==> config.mk <==
export PLATFORM = sky130hd
export DESIGN_NAME = ctm_top
export DESIGN_NICKNAME = d
export VERILOG_FILES = /design/src/design/ctm_pkg.sv /design/src/design/ctm_top.sv
export SDC_FILE = /design/constraint.sdc
export NUM_CORES = 1
export LEC_CHECK = 0
export BUFFER_PORTS_ARGS = -buffer_cell sky130_fd_sc_hd__buf_2
export CAP_MARGIN = 20
export CORE_ASPECT_RATIO = 1.5
export CORE_MARGIN = 8
export CORE_UTILIZATION = 50
export CTS_CLUSTER_DIAMETER = 30
export DETAILED_ROUTE_END_ITERATION = 8
export GPL_TIMING_DRIVEN = 1
export PLACE_DENSITY = 0.68
export SYNTH_ARGS = -nofsm -noshare
export SYNTH_HDL_FRONTEND = slang
export SYNTH_SLANG_ARGS = --single-unit
==> constraint.sdc <==
create_clock -name CLK -period 3.8 [get_ports CLK]
set_input_delay 0.76 -clock CLK [delete_from_list [all_inputs] [get_ports CLK]]
set_output_delay 0.76 -clock CLK [all_outputs]
set_load 0.02 [all_outputs]
==> src/design/ctm_pkg.sv <==
// package for the can transceiver mode controller: encodings and timing constants
`default_nettype none
package ctm_pkg;
	// chip operating modes seen on the chip_mode_control input
	typedef enum logic [2:0] {
		CHIP_OFF      = 3'h0,
		CHIP_OVERTEMP = 3'h1,
		CHIP_RESET    = 3'h2,
		CHIP_STANDBY  = 3'h3,
		CHIP_SLEEP    = 3'h4,
		CHIP_NORMAL   = 3'h7
	} ctm_chip_mode_t;

	// transceiver_mode_select field, bits 1:0 of the control register at 20h
	localparam logic [7:0] CAN_CTRL_ADDR   = 8'h20;
	localparam logic [7:0] XCVR_STAT_ADDR  = 8'h22;
	localparam int         XCVR_ACTIVE_BIT = 7;
	localparam logic [1:0] TMS_OFFLINE     = 2'h0;
	localparam logic [1:0] TMS_ACTIVE_UV   = 2'h1;
	localparam logic [1:0] TMS_ACTIVE_NOUV = 2'h2;
	localparam logic [1:0] TMS_LISTEN      = 2'h3;

	// transceiver states, one-hot
	typedef enum logic [4:0] {
		XS_OFF       = 5'h01,
		XS_OFFLINE   = 5'h02,
		XS_OFF_BIAS  = 5'h04,
		XS_LISTEN    = 5'h08,
		XS_ACTIVE    = 5'h10
	} ctm_xcvr_state_t;

	// wake detector phases
	typedef enum logic [3:0] {
		WK_IDLE = 4'h1,
		WK_DOM1 = 4'h2,
		WK_REC  = 4'h4,
		WK_DOM2 = 4'h8
	} ctm_wake_state_t;

	// bus bias encodings
	localparam logic [1:0] BIAS_FLOAT = 2'h0;
	localparam logic [1:0] BIAS_GND   = 2'h1;
	localparam logic [1:0] BIAS_MID   = 2'h2;

	// timing: clock 10 MHz
	localparam int CLK_HZ            = 10_000_000;
	localparam int SILENCE_US        = 1000;
	localparam int WAKE_DOM_NS       = 5000;
	localparam int WAKE_REC_NS       = 5000;
	localparam int WAKE_WINDOW_US    = 1000;
	localparam int SILENCE_CYC       = SILENCE_US * (CLK_HZ / 1_000_000);
	localparam int WAKE_DOM_CYC      = (WAKE_DOM_NS * (CLK_HZ / 1_000_000) + 999) / 1000;
	localparam int WAKE_REC_CYC      = (WAKE_REC_NS * (CLK_HZ / 1_000_000) + 999) / 1000;
	localparam int WAKE_WINDOW_CYC   = WAKE_WINDOW_US * (CLK_HZ / 1_000_000);
	localparam int CNT_W             = 16;
endpackage : ctm_pkg
`default_nettype wire

==> src/design/ctm_top.sv <==
// can transceiver mode controller with standard wake-up pattern detection
`default_nettype none
module ctm_top (
	input  wire logic                CLK,
	input  wire logic                RSTN,
	input  wire ctm_pkg::ctm_chip_mode_t CHIP_MODE_CONTROL,
	input  wire logic [1:0]          TRANSCEIVER_MODE_SELECT,
	input  wire logic                BUS_WAKE_ENABLE,
	input  wire logic                SELECTIVE_WAKE_ENABLE,
	input  wire logic                SELECTIVE_CONFIG_VALID,
	input  wire logic                BUS_WAKE_EVENT_CLR,
	input  wire logic                SUPPLY_BELOW_90,
	input  wire logic                SUPPLY_BELOW_RESET_THR,
	input  wire logic                BATTERY_UV,
	input  wire logic                TXD_IN,
	input  wire logic                BUS_RX_DOMINANT,
	output logic                     TX_DRIVE_DOMINANT,
	output logic                     RXD_OUT,
	output logic [1:0]               BUS_BIAS,
	output logic                     TRANSCEIVER_ACTIVE,
	output logic                     BUS_SILENT,
	output logic                     BUS_WAKE_EVENT,
	output logic                     SUPPLY_ENABLE_REQ,
	output logic                     CHIP_WAKE_REQ,
	output ctm_pkg::ctm_xcvr_state_t XCVR_STATE
);
	import ctm_pkg::*;

	ctm_xcvr_state_t state_r, state_nxt;
	ctm_wake_state_t wk_r;
	ctm_chip_mode_t  mode_prev_r;
	logic [CNT_W-1:0] silence_cnt_r;
	logic [CNT_W-1:0] phase_cnt_r;
	logic [CNT_W-1:0] window_cnt_r;
	logic             rx_prev_r;
	logic             bus_silent_r;
	logic             wake_hit;
	logic             normal;
	logic             sel_active;
	logic             supply_ok;
	logic             chip_down;
	logic             watch_wake;
	logic             bus_edge;
	logic             sel_uv;

	assign normal     = (CHIP_MODE_CONTROL == CHIP_NORMAL);
	assign sel_uv     = (TRANSCEIVER_MODE_SELECT == TMS_ACTIVE_UV);
	assign sel_active = (TRANSCEIVER_MODE_SELECT == TMS_ACTIVE_UV) ||
	                    (TRANSCEIVER_MODE_SELECT == TMS_ACTIVE_NOUV);
	// 01 checks the 90 % level; 10 relies on the chip reset below its own threshold
	assign supply_ok  = (TRANSCEIVER_MODE_SELECT == TMS_ACTIVE_UV) ? !SUPPLY_BELOW_90
	                    : !SUPPLY_BELOW_RESET_THR;
	assign chip_down  = (CHIP_MODE_CONTROL == CHIP_OFF) ||
	                    (CHIP_MODE_CONTROL == CHIP_OVERTEMP) || BATTERY_UV;
	assign bus_edge   = (BUS_RX_DOMINANT != rx_prev_r);
	// offline bias is offline with mid-level bias; the pattern's first edge lands there
	assign watch_wake = ((state_r == XS_OFFLINE) || (state_r == XS_OFF_BIAS)) &&
	                    BUS_WAKE_ENABLE &&
	                    (!SELECTIVE_WAKE_ENABLE || !SELECTIVE_CONFIG_VALID);

	// previous bus level; resets to recessive, the idle level, so no false edge
	always_ff @(posedge CLK or negedge RSTN) begin
		if (!RSTN) begin
			rx_prev_r <= 1'b0;
		end else begin
			rx_prev_r <= BUS_RX_DOMINANT;
		end
	end

	// silence timeout: any bus edge restarts it
	always_ff @(posedge CLK or negedge RSTN) begin
		if (!RSTN) begin
			silence_cnt_r <= '0;
			bus_silent_r  <= 1'b1;
		end else begin
			if (bus_edge) begin
				silence_cnt_r <= '0;
				bus_silent_r  <= 1'b0;
			end else if (silence_cnt_r >= CNT_W'(SILENCE_CYC)) begin
				bus_silent_r  <= 1'b1;
			end else begin
				silence_cnt_r <= silence_cnt_r + 1'b1;
			end
		end
	end

	// transceiver state selection
	always_comb begin
		state_nxt = state_r;
		if (chip_down) begin
			state_nxt = XS_OFF;
		end else if (state_r == XS_OFF) begin
			state_nxt = XS_OFFLINE;
		end else if (normal && sel_active) begin
			// once active, a dominant transmit bit is traffic, not a stuck pin
			if (supply_ok && (TXD_IN || state_r == XS_ACTIVE)) begin
				state_nxt = XS_ACTIVE;
			end else if (state_r == XS_ACTIVE) begin
				// supply below the check that the select field applies
				state_nxt = bus_silent_r ? XS_OFFLINE : XS_OFF_BIAS;
			end else if (!TXD_IN && state_r != XS_OFFLINE && state_r != XS_OFF_BIAS) begin
				state_nxt = XS_LISTEN;
			end else if (state_r == XS_LISTEN) begin
				state_nxt = XS_LISTEN;
			end else if (!TXD_IN) begin
				state_nxt = XS_LISTEN;
			end else if (state_r == XS_OFFLINE) begin
				// select 01 with a low supply asks for bias; otherwise bus activity decides
				if (sel_uv || wake_hit || bus_edge) begin
					state_nxt = XS_OFF_BIAS;
				end else begin
					state_nxt = XS_OFFLINE;
				end
			end else if (sel_uv) begin
				// keeping bias avoids toggling with offline every cycle
				state_nxt = XS_OFF_BIAS;
			end else begin
				state_nxt = bus_silent_r ? XS_OFFLINE : XS_OFF_BIAS;
			end
		end else if (normal && TRANSCEIVER_MODE_SELECT == TMS_LISTEN) begin
			state_nxt = XS_LISTEN;
		end else begin
			// select 00, reset, standby or sleep: offline states by bus activity
			case (state_r)
				XS_ACTIVE, XS_LISTEN: state_nxt = bus_silent_r ? XS_OFFLINE : XS_OFF_BIAS;
				XS_OFF_BIAS: state_nxt = bus_silent_r ? XS_OFFLINE : XS_OFF_BIAS;
				XS_OFFLINE: state_nxt = (wake_hit || bus_edge) ? XS_OFF_BIAS : XS_OFFLINE;
				default: state_nxt = XS_OFFLINE;
			endcase
		end
	end

	// chip mode of the previous cycle, for the power-up entry into offline
	always_ff @(posedge CLK or negedge RSTN) begin
		if (!RSTN) begin
			mode_prev_r <= CHIP_OFF;
		end else begin
			mode_prev_r <= CHIP_MODE_CONTROL;
		end
	end

	always_ff @(posedge CLK or negedge RSTN) begin
		if (!RSTN) begin
			state_r <= XS_OFF;
		end else begin
			// leaving off/overtemp into reset lands offline unless the battery is low
			if (!chip_down && CHIP_MODE_CONTROL == CHIP_RESET &&
			    (mode_prev_r == CHIP_OFF || mode_prev_r == CHIP_OVERTEMP)) begin
				state_r <= XS_OFFLINE;
			end else begin
				state_r <= state_nxt;
			end
		end
	end

	// wake pattern detector: dominant, recessive, dominant inside the window
	assign wake_hit = watch_wake && (wk_r == WK_DOM2) && BUS_RX_DOMINANT &&
	                  (phase_cnt_r >= CNT_W'(WAKE_DOM_CYC - 1));

	always_ff @(posedge CLK or negedge RSTN) begin
		if (!RSTN) begin
			wk_r         <= WK_IDLE;
			phase_cnt_r  <= '0;
			window_cnt_r <= '0;
		end else if (!watch_wake || wake_hit) begin
			wk_r         <= WK_IDLE;
			phase_cnt_r  <= '0;
			window_cnt_r <= '0;
		end else begin
			window_cnt_r <= (wk_r == WK_IDLE) ? '0 : window_cnt_r + 1'b1;
			case (wk_r)
				WK_IDLE: begin
					wk_r        <= BUS_RX_DOMINANT ? WK_DOM1 : WK_IDLE;
					phase_cnt_r <= '0;
				end
				WK_DOM1: begin
					// short glitches in a phase only restart that phase's count
					if (BUS_RX_DOMINANT) begin
						phase_cnt_r <= phase_cnt_r + 1'b1;
					end else if (phase_cnt_r >= CNT_W'(WAKE_DOM_CYC)) begin
						wk_r        <= WK_REC;
						phase_cnt_r <= '0;
					end else begin
						phase_cnt_r <= '0;
					end
				end
				WK_REC: begin
					if (!BUS_RX_DOMINANT) begin
						phase_cnt_r <= phase_cnt_r + 1'b1;
					end else if (phase_cnt_r >= CNT_W'(WAKE_REC_CYC)) begin
						wk_r        <= WK_DOM2;
						phase_cnt_r <= '0;
					end else begin
						phase_cnt_r <= '0;
					end
				end
				WK_DOM2: begin
					phase_cnt_r <= BUS_RX_DOMINANT ? phase_cnt_r + 1'b1 : '0;
				end
				default: wk_r <= WK_IDLE;
			endcase
			if (wk_r != WK_IDLE && window_cnt_r >= CNT_W'(WAKE_WINDOW_CYC)) begin
				wk_r         <= WK_IDLE;
				phase_cnt_r  <= '0;
				window_cnt_r <= '0;
			end
		end
	end

	// wake event flag; a new wake beats a clear in the same cycle
	always_ff @(posedge CLK or negedge RSTN) begin
		if (!RSTN) begin
			BUS_WAKE_EVENT <= 1'b0;
		end else if (wake_hit) begin
			BUS_WAKE_EVENT <= 1'b1;
		end else if (BUS_WAKE_EVENT_CLR) begin
			BUS_WAKE_EVENT <= 1'b0;
		end
	end

	// wake while asleep: one-cycle requests for the supply and the chip mode
	always_ff @(posedge CLK or negedge RSTN) begin
		if (!RSTN) begin
			CHIP_WAKE_REQ     <= 1'b0;
			SUPPLY_ENABLE_REQ <= 1'b0;
		end else begin
			CHIP_WAKE_REQ     <= wake_hit && (CHIP_MODE_CONTROL == CHIP_SLEEP);
			SUPPLY_ENABLE_REQ <= wake_hit && (CHIP_MODE_CONTROL == CHIP_SLEEP);
		end
	end

	// state mirror and active flag registered from the next state; silent flag from the silence timer
	always_ff @(posedge CLK or negedge RSTN) begin
		if (!RSTN) begin
			XCVR_STATE         <= XS_OFF;
			TRANSCEIVER_ACTIVE <= 1'b0;
			BUS_SILENT         <= 1'b1;
		end else begin
			XCVR_STATE         <= state_nxt;
			TRANSCEIVER_ACTIVE <= (state_nxt == XS_ACTIVE);
			BUS_SILENT         <= bus_silent_r;
		end
	end

	// transmit path: only active drives the bus
	always_ff @(posedge CLK or negedge RSTN) begin
		if (!RSTN) begin
			TX_DRIVE_DOMINANT <= 1'b0;
		end else begin
			TX_DRIVE_DOMINANT <= (state_nxt == XS_ACTIVE) && !TXD_IN;
		end
	end

	// receive path: bus data while online, held low after a wake
	always_ff @(posedge CLK or negedge RSTN) begin
		if (!RSTN) begin
			RXD_OUT <= 1'b1;
		end else if (state_nxt == XS_ACTIVE || state_nxt == XS_LISTEN) begin
			RXD_OUT <= !BUS_RX_DOMINANT;
		end else if (wake_hit || BUS_WAKE_EVENT) begin
			RXD_OUT <= 1'b0;
		end else begin
			RXD_OUT <= 1'b1;
		end
	end

	// bus bias follows the next state
	always_ff @(posedge CLK or negedge RSTN) begin
		if (!RSTN) begin
			BUS_BIAS <= BIAS_FLOAT;
		end else begin
			case (state_nxt)
				XS_ACTIVE, XS_LISTEN, XS_OFF_BIAS: BUS_BIAS <= BIAS_MID;
				XS_OFFLINE: BUS_BIAS <= BIAS_GND;
				default: BUS_BIAS <= BIAS_FLOAT;
			endcase
		end
	end
endmodule : ctm_top
`default_nettype wire
== After elaboration in Yosys (flattened, before gate mapping) ==
Cells that the tools add are included.

* Muxes and demuxes: 42
* Reductions and logical operators: 45
* Eq/ne operators: 31
* Add/sub/neg operators: 3
* Magnitude comparators: 4

{| class="wikitable"
|+ Operators by type and width
! kind !! count
|-
| two-way mux 16 bit || 9
|-
| two-way mux 5 bit || 10
|-
| adder 16 x 1 -> 16 bit, second input constant || 3
|-
| case mux 16 bit (3 select lines) || 1
|-
| >= comparator 16 x 14 -> 1 bit, second input constant || 2
|-
| >= comparator 16 x 6 -> 1 bit, second input constant || 2
|-
| two-way mux 4 bit || 7
|-
| != test 4 bit, second input constant || 4
|-
| case mux 4 bit (4 select lines) || 1
|-
| logical AND 1 bit || 15
|-
| logical OR 1 bit || 13
|-
| two-way mux 3 bit || 4
|-
| == test 5 x 2 -> 1 bit, second input constant || 2
|-
| == test 5 x 3 -> 1 bit, second input constant || 2
|-
| == test 5 x 4 -> 1 bit, second input constant || 2
|-
| == test 5 bit, second input constant || 2
|-
| logical NOT 1 bit || 8
|-
| two-way mux 1 bit || 7
|-
| == test 3 x 1 -> 1 bit, second input constant || 2
|-
| == test 3 bit, second input constant || 2
|-
| logical NOT 3 bit || 2
|-
| case mux 3 bit (2 select lines) || 1
|-
| OR reduction 3 bit || 2
|-
| == test 5 x 1 -> 1 bit, second input constant || 1
|-
| other kinds (19) || 21
|}

* Output and inout bits: 14
* Register bits: 75
* Input bits: 16

== Logic depth before layout (Yosys ltp) ==
* Depth in word-level cells: 22
* Mapped depth: 9
* Gate-level depth less buffers: 7

== Least setup slack after synthesis ==
OpenSTA, ideal clock, no wires.

* Path kind: input -> register
* Start: input BUS_RX_DOMINANT
* End: register phase_cnt_r[9]
* Cell stages on the path: 8
* Arrival: 2.491 ns
* Setup time: 0.126 ns
* Buffers on the path: 3
* Path slack: 1.183 ns
* Cells stage by stage: buf_2 inv_1 nor4b_1 a21o_1 clkbuf_1 nor2_1 clkbuf_1 a221o_1

* Longest elaborated chain between the ends: 4

{| class="wikitable"
|+ RTL lines
! what !! RTL line !! RTL
|-
| from (decl) || ctm_top.sv:16 || <nowiki>input wire logic BUS_RX_DOMINANT,</nowiki>
|-
| two-way mux 16 bit, or another cell as far along || ctm_top.sv:178 || <nowiki>if (BUS_RX_DOMINANT) begin</nowiki>
|-
| case mux 16 bit (3 select lines) / logical AND 1 bit (equally long branches) || ctm_top.sv:171, ctm_top.sv:157 ||
|-
| two-way mux 16 bit / logical OR 1 bit (equally long branches) || ctm_top.sv:202, ctm_top.sv:165 ||
|-
| two-way mux 16 bit / nonzero test 5 bit (equally long branches) || n/a ||
|-
| to (signal assigned) || ctm_top.sv:179 || <nowiki>phase_cnt_r <= phase_cnt_r + 1'b1;</nowiki>
|-
| to (signal assigned) || ctm_top.sv:189 || <nowiki>phase_cnt_r <= phase_cnt_r + 1'b1;</nowiki>
|-
| to (signal assigned) || ctm_top.sv:198 || <nowiki>phase_cnt_r <= BUS_RX_DOMINANT ? phase_cnt_r + 1'b1 : '0;</nowiki>
|-
| to (decl) || ctm_top.sv:33 || <nowiki>logic [CNT_W-1:0] phase_cnt_r;</nowiki>
|}

Several ways; a longest one is shown, not always the timed one.
A chain may end at the register's enable or synchronous reset.

== Worst setup path after layout ==
* Start: register wk_r[3]
* End: register phase_cnt_r[5]

* Longest elaborated chain between the ends: 6

{| class="wikitable"
|+ RTL lines
! what !! RTL line !! RTL
|-
| from (decl) || ctm_top.sv:30 || <nowiki>ctm_wake_state_t wk_r;</nowiki>
|-
| from (signal assigned) || ctm_top.sv:173 || <nowiki>wk_r <= BUS_RX_DOMINANT ? WK_DOM1 : WK_IDLE;</nowiki>
|-
| branches (longest 6 deep; another with case mux 16 bit (3 select lines)) || n/a ||
|}

Parallel ways; which one is timed is not known.

==> reports/qor.yml <==
outcome:
  outcome: "completed"
worst_hold_path:
  hold_class: "reg2reg"
  min_path_cells: 0
  min-delay-start: "bus_silent_r"
  hold_end: "BUS_SILENT"
synth:
  avgSynthCellArea_um2: 9.46
  synthArstFlopShare: 1.00
  synth_largest_area_cell: "dfrtp_1"
  synth-warning-count: 0
  synthTopCellsByArea: "dfrtp_1 (41%), dfstp_2 (3.8%), nor2_1 (3.8%), a221o_1 (3.4%), ha_1 (3.0%)"
  synth_edf_count: 0
  ys_ff_latch: 74
  yosysTopAreaCellShare: 0.414
  yosysUniqueCellTypes: 60
  netlist_instances: 434
  synth_ff_type: "dfrtp_1"
  synth_seq_area_share: 0.453
  syn_area_mm2: 0.00411
setup_path:
  critPathLaunchType: "flip-flop"
  reg2reg_depth: 5
  critPathArrivalTime_ps: 2790
  crit_required_ps: 4000
  reg2reg_slack_ps: 1200
  path_class: "reg2reg"
  end_kind: "flip-flop"
  rr_startpoint: "wk_r[3]"
  rr_endpoint: "phase_cnt_r[5]"
  crit_fanout: 16
pwr:
  power_density_mw_per_mm2: 363
  power_mw: 1.67
  switching_share: 0.230
  p_seq_frac: 0.490
  pwr-share-comb: 0.066
  clock_power_share: 0.444
  p_switching_uw: 383
  leakagePower_nw: 1.99
  peakVddDrop_v: 0.000297
  internal_power_mw: 1.29
die:
  dieArea_mm2: 0.0114
  die_w_um: 90.0
  die_y_um: 127
  initial_core_util: 0.513
  num_rows: 40
  core-area_mm2: 0.00801
  num_io_pins: 30
cells_and_area:
  n_antenna_cell: 0
  synthToLayoutAreaGrowth_pct: 11.9
  num-nets-final: 487
  final_cell_mix: "dfrtp_1 (68), nor2_1 (42), nand2_1 (30)"
  stdcell_count: 571
  layout-drive-gt1-share: 0.131
  final_area_mm2: 0.00460
  final_core_utilization: 0.574
  final_common_cell: "dfrtp_1"
cts:
  cts_tree: "built"
  clkLatencyLatePin_ps: 330
  cts_hold_buf: 0
  cts_buffers: 9
  cts_resized: 0
  h-tree-depth: 3
  post_cts.repair.setup_buffers: 0
  cts.clk_slew.worst_paths_ps: 50
  clock_path_buffers: 2
  cts_sinks: 74
  root_buffer: "clkbuf_16"
timing:
  period_share: 0.683
  skew_ps: 4.74
  maxSlewHeadroom: 0.457
  finalHoldViolations: 0
  max_clock_freq_ghz: 0.385
  maxSlewViolCount: 0
  tns_ps: 0
  rsz0062_at_grt: "false"
  tightestPinTransition_ps: 809
  period_minus_slack_ps: 2600
  setup_violations: 0
global_route:
  gr-total-overflow: 0
  grt_max_degree: 37
  antenna_found_initial: 0
  grt_pass1_wl_um: 14800
  track_usage: 0.158
  first_global_vias: 3247
place:
  port_buffers: 29
  place_area_mm2: 0.00434
  hpwl_um: 6360
  placedCellCount: 554
  place.gp.congestion: 0.849
run:
  max_cap_violations: 0
drt:
  via_per_inst: 5.95
  wl_per_cell_um: 15.5
  via_count: 3395
  drc: 0
  drtPass1Iterations: 6
  postRouteAntennaNets: 0
  drtIter0Drc: 227
  routed_wl_um: 8870
critical path, stage by stage, from the launching register on:
cell and delay, ps:
dfrtp_1 520, nor2b_1 270, nor4b_1 470, a21o_1 330
and3b_1 420, a221o_1 460
cell usage after synthesis, types with 4 or more instances:
library cell	n
a211oi_1	5
a21oi_1	16
a221o_1	14
and2_1	9
and3_1	7
and3b_1	5
clkbuf_1	16
dfrtp_1	68
dfstp_2	6
ha_1	10
inv_1	24
nand2_1	30
nand3_1	15
nand4_1	7
nor2_1	42
nor2b_1	6
nor3_1	18
nor4_1	16
nor4b_1	8
o211ai_1	4
o21ai_0	10
o31ai_1	10
or4_1	5
xnor2_1	11
xor2_1	10
through the flow:
step           hold WS [ps]  worst slack, ps
3_5_place_dp            394              941
6_report                400             1200
5_1_grt                 415              980
4_1_cts                 408              991
2_1_floorplan           374             1180
3_3_place_gp            391             1010
state kept, by name (all words and copies together) (netlist names):
signal and count:
phase_cnt_r 16, silence_cnt_r 16, window_cnt_r 16, XCVR_STATE 5, state_r 5, wk_r 4, BUS_BIAS 2, mode_prev_r 2
BUS_SILENT 1, BUS_WAKE_EVENT 1, CHIP_WAKE_REQ 1, RXD_OUT 1, TRANSCEIVER_ACTIVE 1, TX_DRIVE_DOMINANT 1, bus_silent_r 1, rx_prev_r 1
logic make-up (layout without fill, tap and decap cells):
kind of cell               after synthesis  in the layout  share of synthesized area
and+or+nand+nor                        186            186                      0.244
AOI/OAI and AO/OA                       94             94                      0.174
DFF                                     74             74                      0.453
buffers and inverters                   44             75                     0.0433
xor gates and xnor gates                21             21                     0.0448
adders and majority gates               10             10                     0.0305
muxes                                    4              4                     0.0101
other                                    1              2                   0.000913
final cells by class:
class	count	area, µm²
inverters	24	90.1
fillers	726	3410
multi-input cells	317	2070
clock buffers	15	248
well taps	105	131
flip-flops and latches	74	1860
clock inverters	1	5.00
repair buffers	35	190
power by group through the flow:
stage,Sequential [mW],Combinational [mW],Clock (mW)
finish,0.818,0.110,0.741
CTS,0.818,0.112,0.756
global route,0.820,0.125,0.783
floorplan,0.830,0.0619,0
detailed placement,0.831,0.111,0
global placement,0.830,0.108,0
metal layers:
| metal | vias up | wire length (µm) | track usage | part of all wire |
|---|---|---|---|---|
| li1 | 1656 | - | - | - |
| met1 | 1666 | 3650 | 0.169 | 0.41 |
| met2 | 60 | 4750 | 0.285 | 0.54 |
| met3 | 13 | 330 | 0.0469 | 0.037 |
| met4 | 0 | 129 | 0.0600 | 0.015 |
| met5 | - | 0 | 0 | 0 |
how the worst max path moves through the flow:
| stage | from | end | depth (start not counted) |
|---|---|---|---|
| after global placement | BUS_RX_DOMINANT | phase_cnt_r[5] | 6 |
| after CTS | phase_cnt_r[12] | phase_cnt_r[5] | 5 |
| after global routing | wk_r[3] | window_cnt_r[9] | 6 |
| after detailed placement | BUS_RX_DOMINANT | phase_cnt_r[5] | 6 |
| after floorplan | BUS_RX_DOMINANT | phase_cnt_r[9] | 8 |
| final | wk_r[3] | phase_cnt_r[5] | 5 |
(Power assumes the default switching activity.)
